$ cat src/logic/hbc_pkg.sv
// Package for the dual H-bridge chopper control block.
// Assumes a 50 MHz system clock; all times are converted to cycle counts here.
package hbc_pkg;

    // ==========================================================
    // Clock and timing
    localparam int CLK_MHZ          = 50;
    localparam int OFF_US_0         = 7;
    localparam int OFF_US_1         = 16;
    localparam int OFF_US_HIZ       = 24;
    localparam int OFF_US_PD        = 32;
    localparam int DEGLITCH_US      = 10;
    localparam int BLANK_US         = 1;
    localparam int OFF_CYC_0        = OFF_US_0 * CLK_MHZ;
    localparam int OFF_CYC_1        = OFF_US_1 * CLK_MHZ;
    localparam int OFF_CYC_HIZ      = OFF_US_HIZ * CLK_MHZ;
    localparam int OFF_CYC_PD       = OFF_US_PD * CLK_MHZ;
    localparam int DEGLITCH_CYC     = DEGLITCH_US * CLK_MHZ;
    localparam int BLANK_CYC        = BLANK_US * CLK_MHZ;
    localparam int CNT_W            = 11;

    // Mixed decay fast fraction in percent
    localparam int MIX_PCT          = 30;
    localparam logic [6:0] FRAC_MAX = 7'h64;
    localparam logic [6:0] FRAC_RST = 7'h1e;

    // ==========================================================
    // Quad-level selector codes
    localparam logic [1:0] QL_LOW   = 2'h0;
    localparam logic [1:0] QL_HIGH  = 2'h1;
    localparam logic [1:0] QL_HIZ   = 2'h2;
    localparam logic [1:0] QL_PD    = 2'h3;

    // Terminal drive codes: {enable, level}
    typedef struct packed {
        logic oe;
        logic lvl;
    } hbc_term_t;

    typedef struct packed {
        hbc_term_t one;
        hbc_term_t two;
    } hbc_bridge_t;

    typedef enum logic [3:0] {
        ST_IDLE  = 4'b0001,
        ST_DRIVE = 4'b0010,
        ST_FAST  = 4'b0100,
        ST_SLOW  = 4'b1000
    } hbc_state_t;

endpackage

$ cat src/logic/hbc_chopper.sv
// Dual H-bridge control: pin decode plus off-time current chopping.
// Assumes comparator results and quad-level codes are synchronous to clk_sys.
// How it works
// Direction/enable: enable low floats; dir 0 gives L/H, dir 1 gives H/L.
// Sleep request low floats every terminal of both bridges.
// PWM inputs 0,0 drive both terminals low (low-side brake).
// PWM inputs 1,1 drive both terminals high (high-side brake).
// PWM 1,0 drives forward H/L; 0,1 drives reverse L/H.
// Forward current flows terminal one to terminal two.
// Drive until trip, decay for the off period, then drive again.
// Off-time select maps to 7, 16, 24, 32 microseconds.
// Off-time ignored by ripple control; changes apply after 10 us deglitch.
// Fast decay reverses bridge polarity after trip.
// Slow decay turns on both low-side switches.
// Decay select: dynamic, ripple, mixed 30 percent, fast.
// Selector A steers bridge A, selector B steers bridge B.
// Mixed decay: fast for first 30 percent of off-time, then slow.
// Fast decay stops driving when current nears zero.
// Dynamic decay picks slow, mixed or fast and tunes fast fraction.
// Dynamic: overshoot adds fraction, long drive removes it, each cycle.
// Dynamic: a downward target step forces fast decay.
// Ripple control: slow decay until valley, off period varies.
// Valley sits 19 mA plus 1 percent of trip below trip.
// Trip comparator ignored for 1 us blanking after drive starts.
// Comparators and quad-level selectors arrive as synchronous coded inputs.
// Dynamic fraction step and long-drive limit are parameters.
module hbc_chopper
    import hbc_pkg::*;
#(
    parameter logic [6:0]  FRAC_STEP  = 7'h0a,
    parameter logic [10:0] LONG_DRIVE = 11'h3e8
) (
    input  wire logic              clk_sys,
    input  wire logic              rstn,
    input  wire logic              clk_en,
    input  wire logic              low_power_request_n,
    input  wire logic              pwm_interface,
    input  wire logic [1:0]        bridge_drive_enable,
    input  wire logic [1:0]        bridge_direction,
    input  wire logic [1:0]        bridge_input_one,
    input  wire logic [1:0]        bridge_input_two,
    input  wire logic [1:0]        off_time_select,
    input  wire logic [1:0]        decay_select_a,
    input  wire logic [1:0]        decay_select_b,
    input  wire logic [1:0]        trip_level,
    input  wire logic [1:0]        valley_level,
    input  wire logic [1:0]        zero_current,
    input  wire logic [1:0]        target_step_down,
    output hbc_bridge_t [1:0]      bridge_out,
    output logic [1:0]             chopping
);

    // ==========================================================
    // Functions
    function automatic logic [CNT_W-1:0] off_cycles(input logic [1:0] sel);
        logic [CNT_W-1:0] c;
        c = CNT_W'(OFF_CYC_0);
        if (sel == QL_HIGH) begin
            c = CNT_W'(OFF_CYC_1);
        end else if (sel == QL_HIZ) begin
            c = CNT_W'(OFF_CYC_HIZ);
        end else if (sel == QL_PD) begin
            c = CNT_W'(OFF_CYC_PD);
        end
        return c;
    endfunction

    function automatic logic [CNT_W-1:0] frac_of(input logic [CNT_W-1:0] t,
                                                  input logic [6:0] pct);
        logic [17:0] p;
        p = 18'(t) * 18'(pct) / 18'd100;
        return p[CNT_W-1:0];
    endfunction

    // ==========================================================
    // Off-time select deglitch, shared by both bridges
    logic [1:0]        off_time_select_act_r;
    logic [1:0]        off_time_select_seen_r;
    logic [9:0]        dg_cnt_r;
    logic [CNT_W-1:0]  off_len;

    always_ff @(posedge clk_sys or negedge rstn) begin
        if (!rstn) begin
            off_time_select_act_r  <= QL_LOW;
            off_time_select_seen_r <= QL_LOW;
            dg_cnt_r    <= 10'h0;
        end else if (clk_en) begin
            off_time_select_seen_r <= off_time_select;
            if (off_time_select != off_time_select_seen_r) begin
                dg_cnt_r <= 10'h0;
            end else if (off_time_select != off_time_select_act_r) begin
                if (dg_cnt_r == 10'(DEGLITCH_CYC - 1)) begin
                    off_time_select_act_r <= off_time_select;
                    dg_cnt_r   <= 10'h0;
                end else begin
                    dg_cnt_r <= dg_cnt_r + 10'h1;
                end
            end else begin
                dg_cnt_r <= 10'h0;
            end
        end
    end

    assign off_len = off_cycles(off_time_select_act_r);

    // ==========================================================
    // Per-bridge chopper
    for (genvar b = 0; b < 2; b++) begin : g_br
        hbc_state_t        st_r;
        hbc_state_t        st_nxt;
        logic [CNT_W-1:0]  cnt_r;
        logic [6:0]        frac_r;
        logic [1:0]        dsel;
        logic              want_drive;
        logic              dir_fwd;
        logic              host_on;
        logic              blanked;
        logic              tripped;
        logic              off_done;
        logic              fast_done;
        logic [6:0]        pct;
        hbc_bridge_t       host_drv;
        hbc_bridge_t       drv;

        assign dsel = (b == 0) ? decay_select_a : decay_select_b;

        // Host request decode; PWM brake patterns pass straight through
        assign host_on = pwm_interface
            ? (bridge_input_one[b] ^ bridge_input_two[b])
            : bridge_drive_enable[b];
        assign dir_fwd = pwm_interface ? bridge_input_one[b]
                                       : bridge_direction[b];
        assign want_drive = low_power_request_n && host_on;

        assign blanked  = cnt_r < CNT_W'(BLANK_CYC);
        assign tripped  = trip_level[b] && !blanked;
        assign off_done = cnt_r >= off_len - CNT_W'(1);

        // Fast fraction for this cycle
        assign pct = (dsel == QL_PD)  ? FRAC_MAX
                   : (dsel == QL_HIZ) ? 7'(MIX_PCT)
                   : frac_r;
        assign fast_done = cnt_r >= frac_of(off_len, pct);

        always_comb begin
            st_nxt = st_r;
            case (st_r)
                ST_IDLE: begin
                    if (want_drive) begin
                        st_nxt = ST_DRIVE;
                    end
                end
                ST_DRIVE: begin
                    if (!want_drive) begin
                        st_nxt = ST_IDLE;
                    end else if (tripped) begin
                        if (dsel == QL_HIGH) begin
                            st_nxt = ST_SLOW;
                        end else if (dsel == QL_LOW
                                     && target_step_down[b]) begin
                            st_nxt = ST_FAST;
                        end else if (pct == 7'h0) begin
                            st_nxt = ST_SLOW;
                        end else begin
                            st_nxt = ST_FAST;
                        end
                    end
                end
                ST_FAST: begin
                    if (!want_drive) begin
                        st_nxt = ST_IDLE;
                    end else if (off_done) begin
                        st_nxt = ST_DRIVE;
                    end else if (fast_done && !(dsel == QL_LOW
                                 && target_step_down[b])) begin
                        st_nxt = ST_SLOW;
                    end
                end
                ST_SLOW: begin
                    if (!want_drive) begin
                        st_nxt = ST_IDLE;
                    end else if (dsel == QL_HIGH) begin
                        if (valley_level[b]) begin
                            st_nxt = ST_DRIVE;
                        end
                    end else if (off_done) begin
                        st_nxt = ST_DRIVE;
                    end
                end
                default: st_nxt = ST_IDLE;
            endcase
        end

        always_ff @(posedge clk_sys or negedge rstn) begin
            if (!rstn) begin
                st_r   <= ST_IDLE;
                cnt_r  <= '0;
                frac_r <= FRAC_RST;
            end else if (clk_en) begin
                st_r <= st_nxt;
                if (st_nxt != st_r
                    && !(st_r == ST_FAST && st_nxt == ST_SLOW)) begin
                    cnt_r <= '0;
                end else if (cnt_r != {CNT_W{1'b1}}) begin
                    cnt_r <= cnt_r + CNT_W'(1);
                end
                // Tune fast fraction once per cycle at the trip point
                if (dsel == QL_LOW && st_r == ST_DRIVE && tripped) begin
                    if (cnt_r >= LONG_DRIVE) begin
                        frac_r <= (frac_r > FRAC_STEP)
                                ? frac_r - FRAC_STEP : 7'h0;
                    end else if (cnt_r <= CNT_W'(BLANK_CYC)) begin
                        frac_r <= (frac_r < FRAC_MAX - FRAC_STEP)
                                ? frac_r + FRAC_STEP : FRAC_MAX;
                    end
                end
            end
        end

        // Host table, with no chopping applied
        always_comb begin
            host_drv = '0;
            if (pwm_interface) begin
                host_drv.one = '{1'b1, bridge_input_one[b]};
                host_drv.two = '{1'b1, bridge_input_two[b]};
            end else if (bridge_drive_enable[b]) begin
                host_drv.one = '{1'b1, bridge_direction[b]};
                host_drv.two = '{1'b1, !bridge_direction[b]};
            end
        end

        // Decay drive follows the next state so it lines up with chopping
        always_comb begin
            drv = host_drv;
            case (st_nxt)
                ST_FAST: begin
                    drv.one = '{!zero_current[b], !dir_fwd};
                    drv.two = '{!zero_current[b], dir_fwd};
                end
                ST_SLOW: begin
                    drv.one = '{1'b1, 1'b0};
                    drv.two = '{1'b1, 1'b0};
                end
                default: drv = host_drv;
            endcase
            if (!low_power_request_n) begin
                drv = '0;
            end
        end

        always_ff @(posedge clk_sys or negedge rstn) begin
            if (!rstn) begin
                bridge_out[b] <= '0;
                chopping[b]   <= 1'b0;
            end else if (clk_en) begin
                bridge_out[b] <= drv;
                chopping[b]   <= (st_nxt == ST_FAST) || (st_nxt == ST_SLOW);
            end
        end
    end

endmodule

$ cat config.mk
export PLATFORM = sky130hd
export DESIGN_NAME = hbc_chopper
export DESIGN_NICKNAME = d
export VERILOG_FILES = /design/src/logic/hbc_pkg.sv /design/src/logic/hbc_chopper.sv
export SDC_FILE = /design/constraint.sdc
export NUM_CORES = 1
export LEC_CHECK = 0
export BUFFER_PORTS_ARGS = -buffer_cell sky130_fd_sc_hd__buf_2
export CAP_MARGIN = 20
export CORE_MARGIN = 2
export CORE_UTILIZATION = 35
export CTS_BUF_LIST = sky130_fd_sc_hd__clkbuf_8 sky130_fd_sc_hd__clkbuf_16
export DETAILED_ROUTE_END_ITERATION = 7
export PLACE_DENSITY = 0.59
export SLEW_MARGIN = 20
export SYNTH_ARGS = -nofsm -noshare
export SYNTH_HDL_FRONTEND = slang
export SYNTH_SLANG_ARGS = --single-unit
$ cat constraint.sdc
create_clock -name clk_sys -period 27.4 [get_ports clk_sys]
set_input_delay 1.37 -clock clk_sys [delete_from_list [all_inputs] [get_ports clk_sys]]
set_output_delay 1.37 -clock clk_sys [all_outputs]
set_load 0.1 [all_outputs]
**Word-level counts from Yosys, hierarchy flattened**

Cells that the tools add are included.

- Add/subtract/negate cells: 8
- Multipliers: 2
- Div/mod/pow operators: 2
- $lt $le $gt $ge: 14
- Eq/ne operators: 28
- Mux-type cells: 62
- Bitwise operators: 3
- Reductions and logical operators: 43

Operators by type and width:

| cell | number |
|---|---|
| $mux W4 | 32 |
| $mux W7 | 12 |
| $mux W11 | 7 |
| $ge A11 B11 Y1 | 4 |
| $div A18 B7 Y18 const B | 2 |
| $mul A11 B7 Y18 | 2 |
| $pmux W4 S4 | 2 |
| $mux W10 | 3 |
| $add A11 B1 Y11 const B | 2 |
| $ge A11 B10 Y1 const B | 2 |
| $le A11 B6 Y1 const B | 2 |
| $lt A11 B6 Y1 const B | 2 |
| $ne A11 B11 Y1 const B | 2 |
| $eq A4 B3 Y1 const B | 4 |
| $eq A4 B4 Y1 const B | 4 |
| $logic_and A1 B1 Y1 | 16 |
| $pmux W4 S2 | 2 |
| $add A7 B4 Y7 const B | 2 |
| $gt A7 B4 Y1 const B | 2 |
| $logic_not A7 Y1 | 2 |
| $lt A7 B7 Y1 const B | 2 |
| $sub A7 B4 Y7 const B | 2 |
| $eq A2 B2 Y1 const B | 6 |
| $logic_not A1 Y1 | 12 |
| 17 further kinds | 34 |

- Bits in registers: 68
- Bits of input ports: 27
- Output and inout port bits: 10
- Word-level logic and storage cells: 181

**Depth between registers and ports, before layout**

- Depth after elaboration: 18
- Mapped depth: 76
- Gate-level depth less buffers: 71

**Least setup slack after synthesis**

Ideal clock, no wire load.

- Kind: input to register
- Start: in decay_select_a[1]
- End: reg g_br[0].cnt_r[9]
- Data arrival time: 15.202 ns
- Path slack: 12.068 ns
- Stages: 69
- Cell sequence: clkbuf_1 -> clkbuf_1 -> o21ai_0 -> and2_1 -> fa_1 -> fa_1 -> fa_1 -> inv_1 -> fa_1 -> inv_1 -> ha_1 -> buf_6 -> a2111oi_2 -> a211oi_1 -> or3_1 -> a2bb2oi_2 -> a21o_1 -> mux2_2 -> [... 33 more ...] -> a21oi_1 -> nor2b_1 -> o21ai_0 -> nand2b_1 -> a21oi_1 -> a21oi_1 -> nor3_1 -> o21ai_0 -> a221o_1 -> nor2_1 -> o21ai_0 -> nor2_1 -> nor2_1 -> and3_1 -> and3_1 -> nand3_1 -> xor2_1 -> nor2_1

- Longest elaborated chain between the ends: 17
- Elaborated cells between the ends (all ways): 32
- Those cells by class: mul (1); div (1); order compare (1); eq/ne (5); mux (14); reduce/logical (10)

RTL lines:

| what | RTL line | RTL |
|---|---|---|
| start: declaration | hbc_chopper.sv:43 | `input wire logic [1:0] decay_select_a,` |
| $eq A2 B2 Y1 | hbc_chopper.sv:141 | `: (dsel == QL_HIZ) ? 7'(MIX_PCT)` |
| $mux W7 | hbc_chopper.sv:141 |  |
| $mux W7 | hbc_chopper.sv:140 | `assign pct = (dsel == QL_PD) ? FRAC_MAX` |
| $mul A11 B7 Y18 | hbc_chopper.sv:71 | `p = 18'(t) * 18'(pct) / 18'd100;` |
| $div A18 B7 Y18 | hbc_chopper.sv:71 |  |
| $ge A11 B11 Y1 | hbc_chopper.sv:143 | `assign fast_done = cnt_r >= frac_of(off_len, pct);` |
| $logic_and A1 B1 Y1 | hbc_chopper.sv:174 | `end else if (fast_done && !(dsel == QL_LOW` |
| $mux W4 | hbc_chopper.sv:174 |  |
| $mux W4 | hbc_chopper.sv:172 | `end else if (off_done) begin` |
| $mux W4 | hbc_chopper.sv:170 | `if (!want_drive) begin` |
| $pmux W4 S4 (*) | hbc_chopper.sv:147 | `case (st_r)` |
| $eq A4 B4 Y1 | hbc_chopper.sv:202 | `&& !(st_r == ST_FAST && st_nxt == ST_SLOW)) begin` |
| $logic_and A1 B1 Y1 | hbc_chopper.sv:202 |  |
| $logic_not A1 Y1 | hbc_chopper.sv:202 |  |
| $logic_and A1 B1 Y1 (*) | hbc_chopper.sv:202 |  |
| $reduce_bool A2 Y1 (no source line) | - |  |
| $reduce_and A2 Y1 (no source line) | - |  |
| end signal: assignment | hbc_chopper.sv:205 | `cnt_r <= cnt_r + CNT_W'(1);` |
| end: declaration | hbc_chopper.sv:111 | `logic [CNT_W-1:0] cnt_r;` |

Every way passes the cells marked *; elsewhere a longest branch is shown, timed or not.
A chain may end at the register's enable or synchronous reset.

**Worst setup path after layout**

- Start: reg off_time_select_act_r[0]
- End: reg g_br[0].cnt_r[9]

- Longest elaborated chain between the ends: 18
- Elaborated cells between the ends (all ways): 27
- Those cells by class: add/sub (1); mul (1); div (1); order compare (2); eq/ne (5); mux (11); reduce/logical (6)

RTL lines:

| what | RTL line | RTL |
|---|---|---|
| start: declaration | hbc_chopper.sv:77 | `logic [1:0] off_time_select_act_r;` |
| start signal: assignment | hbc_chopper.sv:93 | `off_time_select_act_r <= off_time_select;` |
| $eq A2 B2 Y1 | hbc_chopper.sv:62 | `end else if (sel == QL_PD) begin` |
| $mux W11 | hbc_chopper.sv:62 |  |
| $mux W11 | hbc_chopper.sv:60 | `end else if (sel == QL_HIZ) begin` |
| $mux W11 (*) | hbc_chopper.sv:58 | `if (sel == QL_HIGH) begin` |
| $mul A11 B7 Y18 | hbc_chopper.sv:71 |  |
| $div A18 B7 Y18 | hbc_chopper.sv:71 |  |
| $ge A11 B11 Y1 | hbc_chopper.sv:143 |  |
| $logic_and A1 B1 Y1 | hbc_chopper.sv:174 |  |
| [... 2 more ...] | - |  |
| $mux W4 | hbc_chopper.sv:170 |  |
| $pmux W4 S4 (*) | hbc_chopper.sv:147 |  |
| $eq A4 B4 Y1 | hbc_chopper.sv:202 |  |
| $logic_and A1 B1 Y1 | hbc_chopper.sv:202 |  |
| $logic_not A1 Y1 | hbc_chopper.sv:202 |  |
| $logic_and A1 B1 Y1 (*) | hbc_chopper.sv:202 |  |
| $reduce_bool A2 Y1 (no source line) | - |  |
| $reduce_and A2 Y1 (no source line) | - |  |

Marks and branches as above.

==> summary.md <==
| Metric | Value |
|---|---|
| CP Launch Type | `flip-flop` |
| Post-CTS Setup Inserts | `0` |
| Worst-Margin Slew | `0.9848 ns` |
| Slowest Stage Delay on Critical Path | `0.77 ns` |
| I/O Buffers | `36` |
| Worst setup EP type | `flip-flop` |
| Die outline width | `204.3 um` |
| Mapped cell area | `14040 sq um` |
| Clk_lat worst skew | `0.34 ns` |
| Worst slew margin | `0.3411` |
| Vias after detailed routing | `13410` |
| Yosys warnings | `0` |
| Critical path required time | `27.61 ns` |
| Worst hold start | `bridge_out[0]` |
| RR Endpoint | `g_br[0].cnt_r[9]` |
| Drt total wl | `36.59 mm` |
| H-tree levels | `3` |
| Asr flop ratio synth | `1.000` |
| Number of global-route vias before repair | `12760` |
| Post-Syn Instances | `1830` |
| Fill count | `4153` |
| # setup viols final | `0` |
| Layout cells sized above 1 | `0.08297` |
| Setup CP Type | `reg -> reg` |
| Die area | `41720 sq um` |
| Worst Reg-to-Reg Cells | `67` |
| Hold Crit Depth | `2` |
| Leading area contributor after synthesis | `ha_1` |
| Initial antenna violation count | `3` |
| Clock slew at reported path FFs | `0.06 ns` |
| RSZ-0062 raised after global routing | `false` |
| Primary FF master, synth | `dfrtp_1` |
| Clock Tree Buf Depth | `2` |
| Nets | `2056` |
| Final hold vios | `0` |
| Worst R2R Start | `off_time_select_act_r[0]` |
| Hold_buf cts | `0` |
| Max Fclk | `0.05661 GHz` |
| Max-cap violations | `0` |
| Total negative slack | `0 ns` |
| Initial detailed-routing violation count | `912` |
| Avg Vias per Cell | `5.689` |
| DRT Pass-1 Iters | `6` |
| Final Critical Period | `17.67 ns` |
| Post-DP HPWL | `28.64 mm` |
| Reg2reg setup slack | `9.73 ns` |
| Share of the synthesized area in the top cell type | `0.1159` |
| Worst Path Arrival | `17.88 ns` |
| CTS tree | `built` |
| Yosys reg bits | `64` |
| Rows | `73` |
| Initial Utilization | `0.3541` |
| Worst min path class | `reg -> reg` |
| Gr ovfl total | `0` |
| CP max-delay cell | `xor2_1` |
| Cts bufs inserted | `9` |
| DR WL/cell | `15.52 um` |
| Chip Height | `204.3 um` |
| GR Util All Layers | `0.1750` |
| Crit-path max FO | `20` |
| First-pass GRT wire length | `62.18 mm` |
| Ranking of synthesized cells by area | `ha_1 12%, fa_1 10%, dfrtp_1 9.6%` |
| Mapped Avg Cell Area | `7.670 sq um` |
| Final worst path period share | `0.6447` |
| Drt drc | `0` |
| Area growth, synth to finish | `6.489%` |
| # IOs | `37` |
| Max-slew violation count | `0` |
| Most frequent CP cell | `nor2_1` |
| Commonest non-fill, non-tap cell in the layout | `nor2_1` |
| Most frequent cells in the layout | `173 x nor2_1, 156 x nand2_1, 130 x ha_1` |
| Register area share after synthesis | `0.1150` |
| TritonCTS sink count | `64` |
| Final ANT Viol Nets | `0` |
| Clk root buf | `clkbuf_16` |
| GP Congestion | `0.8440` |
| Largest net degree at the start of global routing | `65` |
| Core ar. | `39640 sq um` |
| Status | `completed` |
| CTS resizes | `0` |
| Worst Hold End | `bridge_out[0]` |
| Worst clock skew | `0.005000 ns` |
| Post-synth EDFFs | `0` |
| Distinct cells, synth | `113` |
==> worst max path at each step <==
stage | from | endpoint | slack (ns) | depth (start not counted)
4_1_cts | off_time_select_act_r[0] | g_br[0].cnt_r[9] | 9.88 | 67
3_3_place_gp | decay_select_a[1] | g_br[0].cnt_r[9] | 9.77 | 67
6_report | off_time_select_act_r[0] | g_br[0].cnt_r[9] | 9.73 | 67
2_1_floorplan | decay_select_a[1] | g_br[0].cnt_r[9] | 12.07 | 69
5_1_grt | off_time_select_act_r[0] | g_br[0].cnt_r[9] | 8.22 | 67
3_5_place_dp | decay_select_a[1] | g_br[0].cnt_r[9] | 9.61 | 66
==> state kept, by name (all words and copies together), names as in the netlist <==
name,cells
off_time_select_act_r,2
bridge_out,6
chopping,2
g_br.st_r,8
g_br.cnt_r,22
dg_cnt_r,10
off_time_select_seen_r,2
g_br.frac_r,12
==> layout make-up <==
class / count / area [sq um] / area share
Sequential cell: 64 / 1614 / 0.1080
Clock buffer: 9 / 225.2 / 0.01507
Inverter: 131 / 491.7 / 0.03290
Timing Repair Buffer: 40 / 210.2 / 0.01406
Tap cell: 525 / 656.9 / 0.04395
Clock inverter: 7 / 73.82 / 0.004939
Multi-Input combinational cell: 1581 / 11670 / 0.7809
Antenna cell: 1 / 2.502 / 0.0001674
==> per-stage QoR <==
step	instance area (sq um)	setup WS [ns]	utilization	cells	hold slack (ns)
final	14950	9.734	0.3771	2358	0.4859
after global routing	14940	8.218	0.3770	2357	0.5068
after CTS	14940	9.885	0.3770	2357	0.4914
after detailed placement	14650	9.614	0.3695	2341	0.4766
after global placement	14650	9.774	0.3695	2341	0.4679
after floorplan	14100	12.07	-	1848	0.4511
==> per-layer routing <==
layer	share of wire	GRT usage	up-vias
met4	0.015	0.03675	4
met2	0.48	0.3021	271
met5	0.00060	0	-
met1	0.47	0.2364	6438
met3	0.032	0.01706	49
li1	-	-	6652
==> critical path: cells and delay by family, from the launching register on <==
family	cells	cell delay [ns]
multiplexers	1	0.35
XOR/XNOR	4	1.65
AND/OR/NAND/NOR	20	3.62
adder cells (fa/ha/maj)	7	2.92
flip-flops	1	0.44
buffers and inverters	3	0.86
AO/OA/AOI/OAI	32	7.66
==> kinds of logic after synthesis <==
kind of cell    count (synthesis)  synth area share
simple gates                  637            0.2233
xor+xnor                       87           0.05589
buf+inv                       203           0.05821
compound gates                593            0.2968
flops                          64            0.1150
mux                            36           0.02746
other cells                     2         0.0005351
fa+ha+maj                     208            0.2229
==> Yosys cell counts, types with 8 or more instances <==
| cell type | count |
|---|---|
| o211ai_1 | 26 |
| and3_1 | 18 |
| mux2_2 | 16 |
| a21oi_1 | 112 |
| o21a_1 | 30 |
| a211oi_1 | 22 |
| nor2b_1 | 29 |
| buf_2 | 14 |
| nor3_1 | 44 |
| or3_1 | 19 |
| clkbuf_1 | 50 |
| and2_1 | 45 |
| o21ai_0 | 130 |
| or2_2 | 15 |
| a221oi_1 | 8 |
| nand2b_1 | 22 |
| a31oi_1 | 27 |
| o22ai_1 | 19 |
| nand3_1 | 48 |
| nand4_1 | 20 |
| dfstp_2 | 10 |
| xor2_1 | 35 |
| nor2_1 | 173 |
| a21o_1 | 33 |
| inv_1 | 128 |
| xnor2_1 | 49 |
| nor4_1 | 13 |
| o31ai_1 | 15 |
| mux2i_1 | 19 |
| o21ai_1 | 17 |
| dfrtp_1 | 54 |
| nand2_1 | 156 |
| fa_1 | 72 |
| ha_1 | 130 |
Power is not shown: default switching activity piles up to over one toggle a cycle in this logic, so the estimate is an artifact.
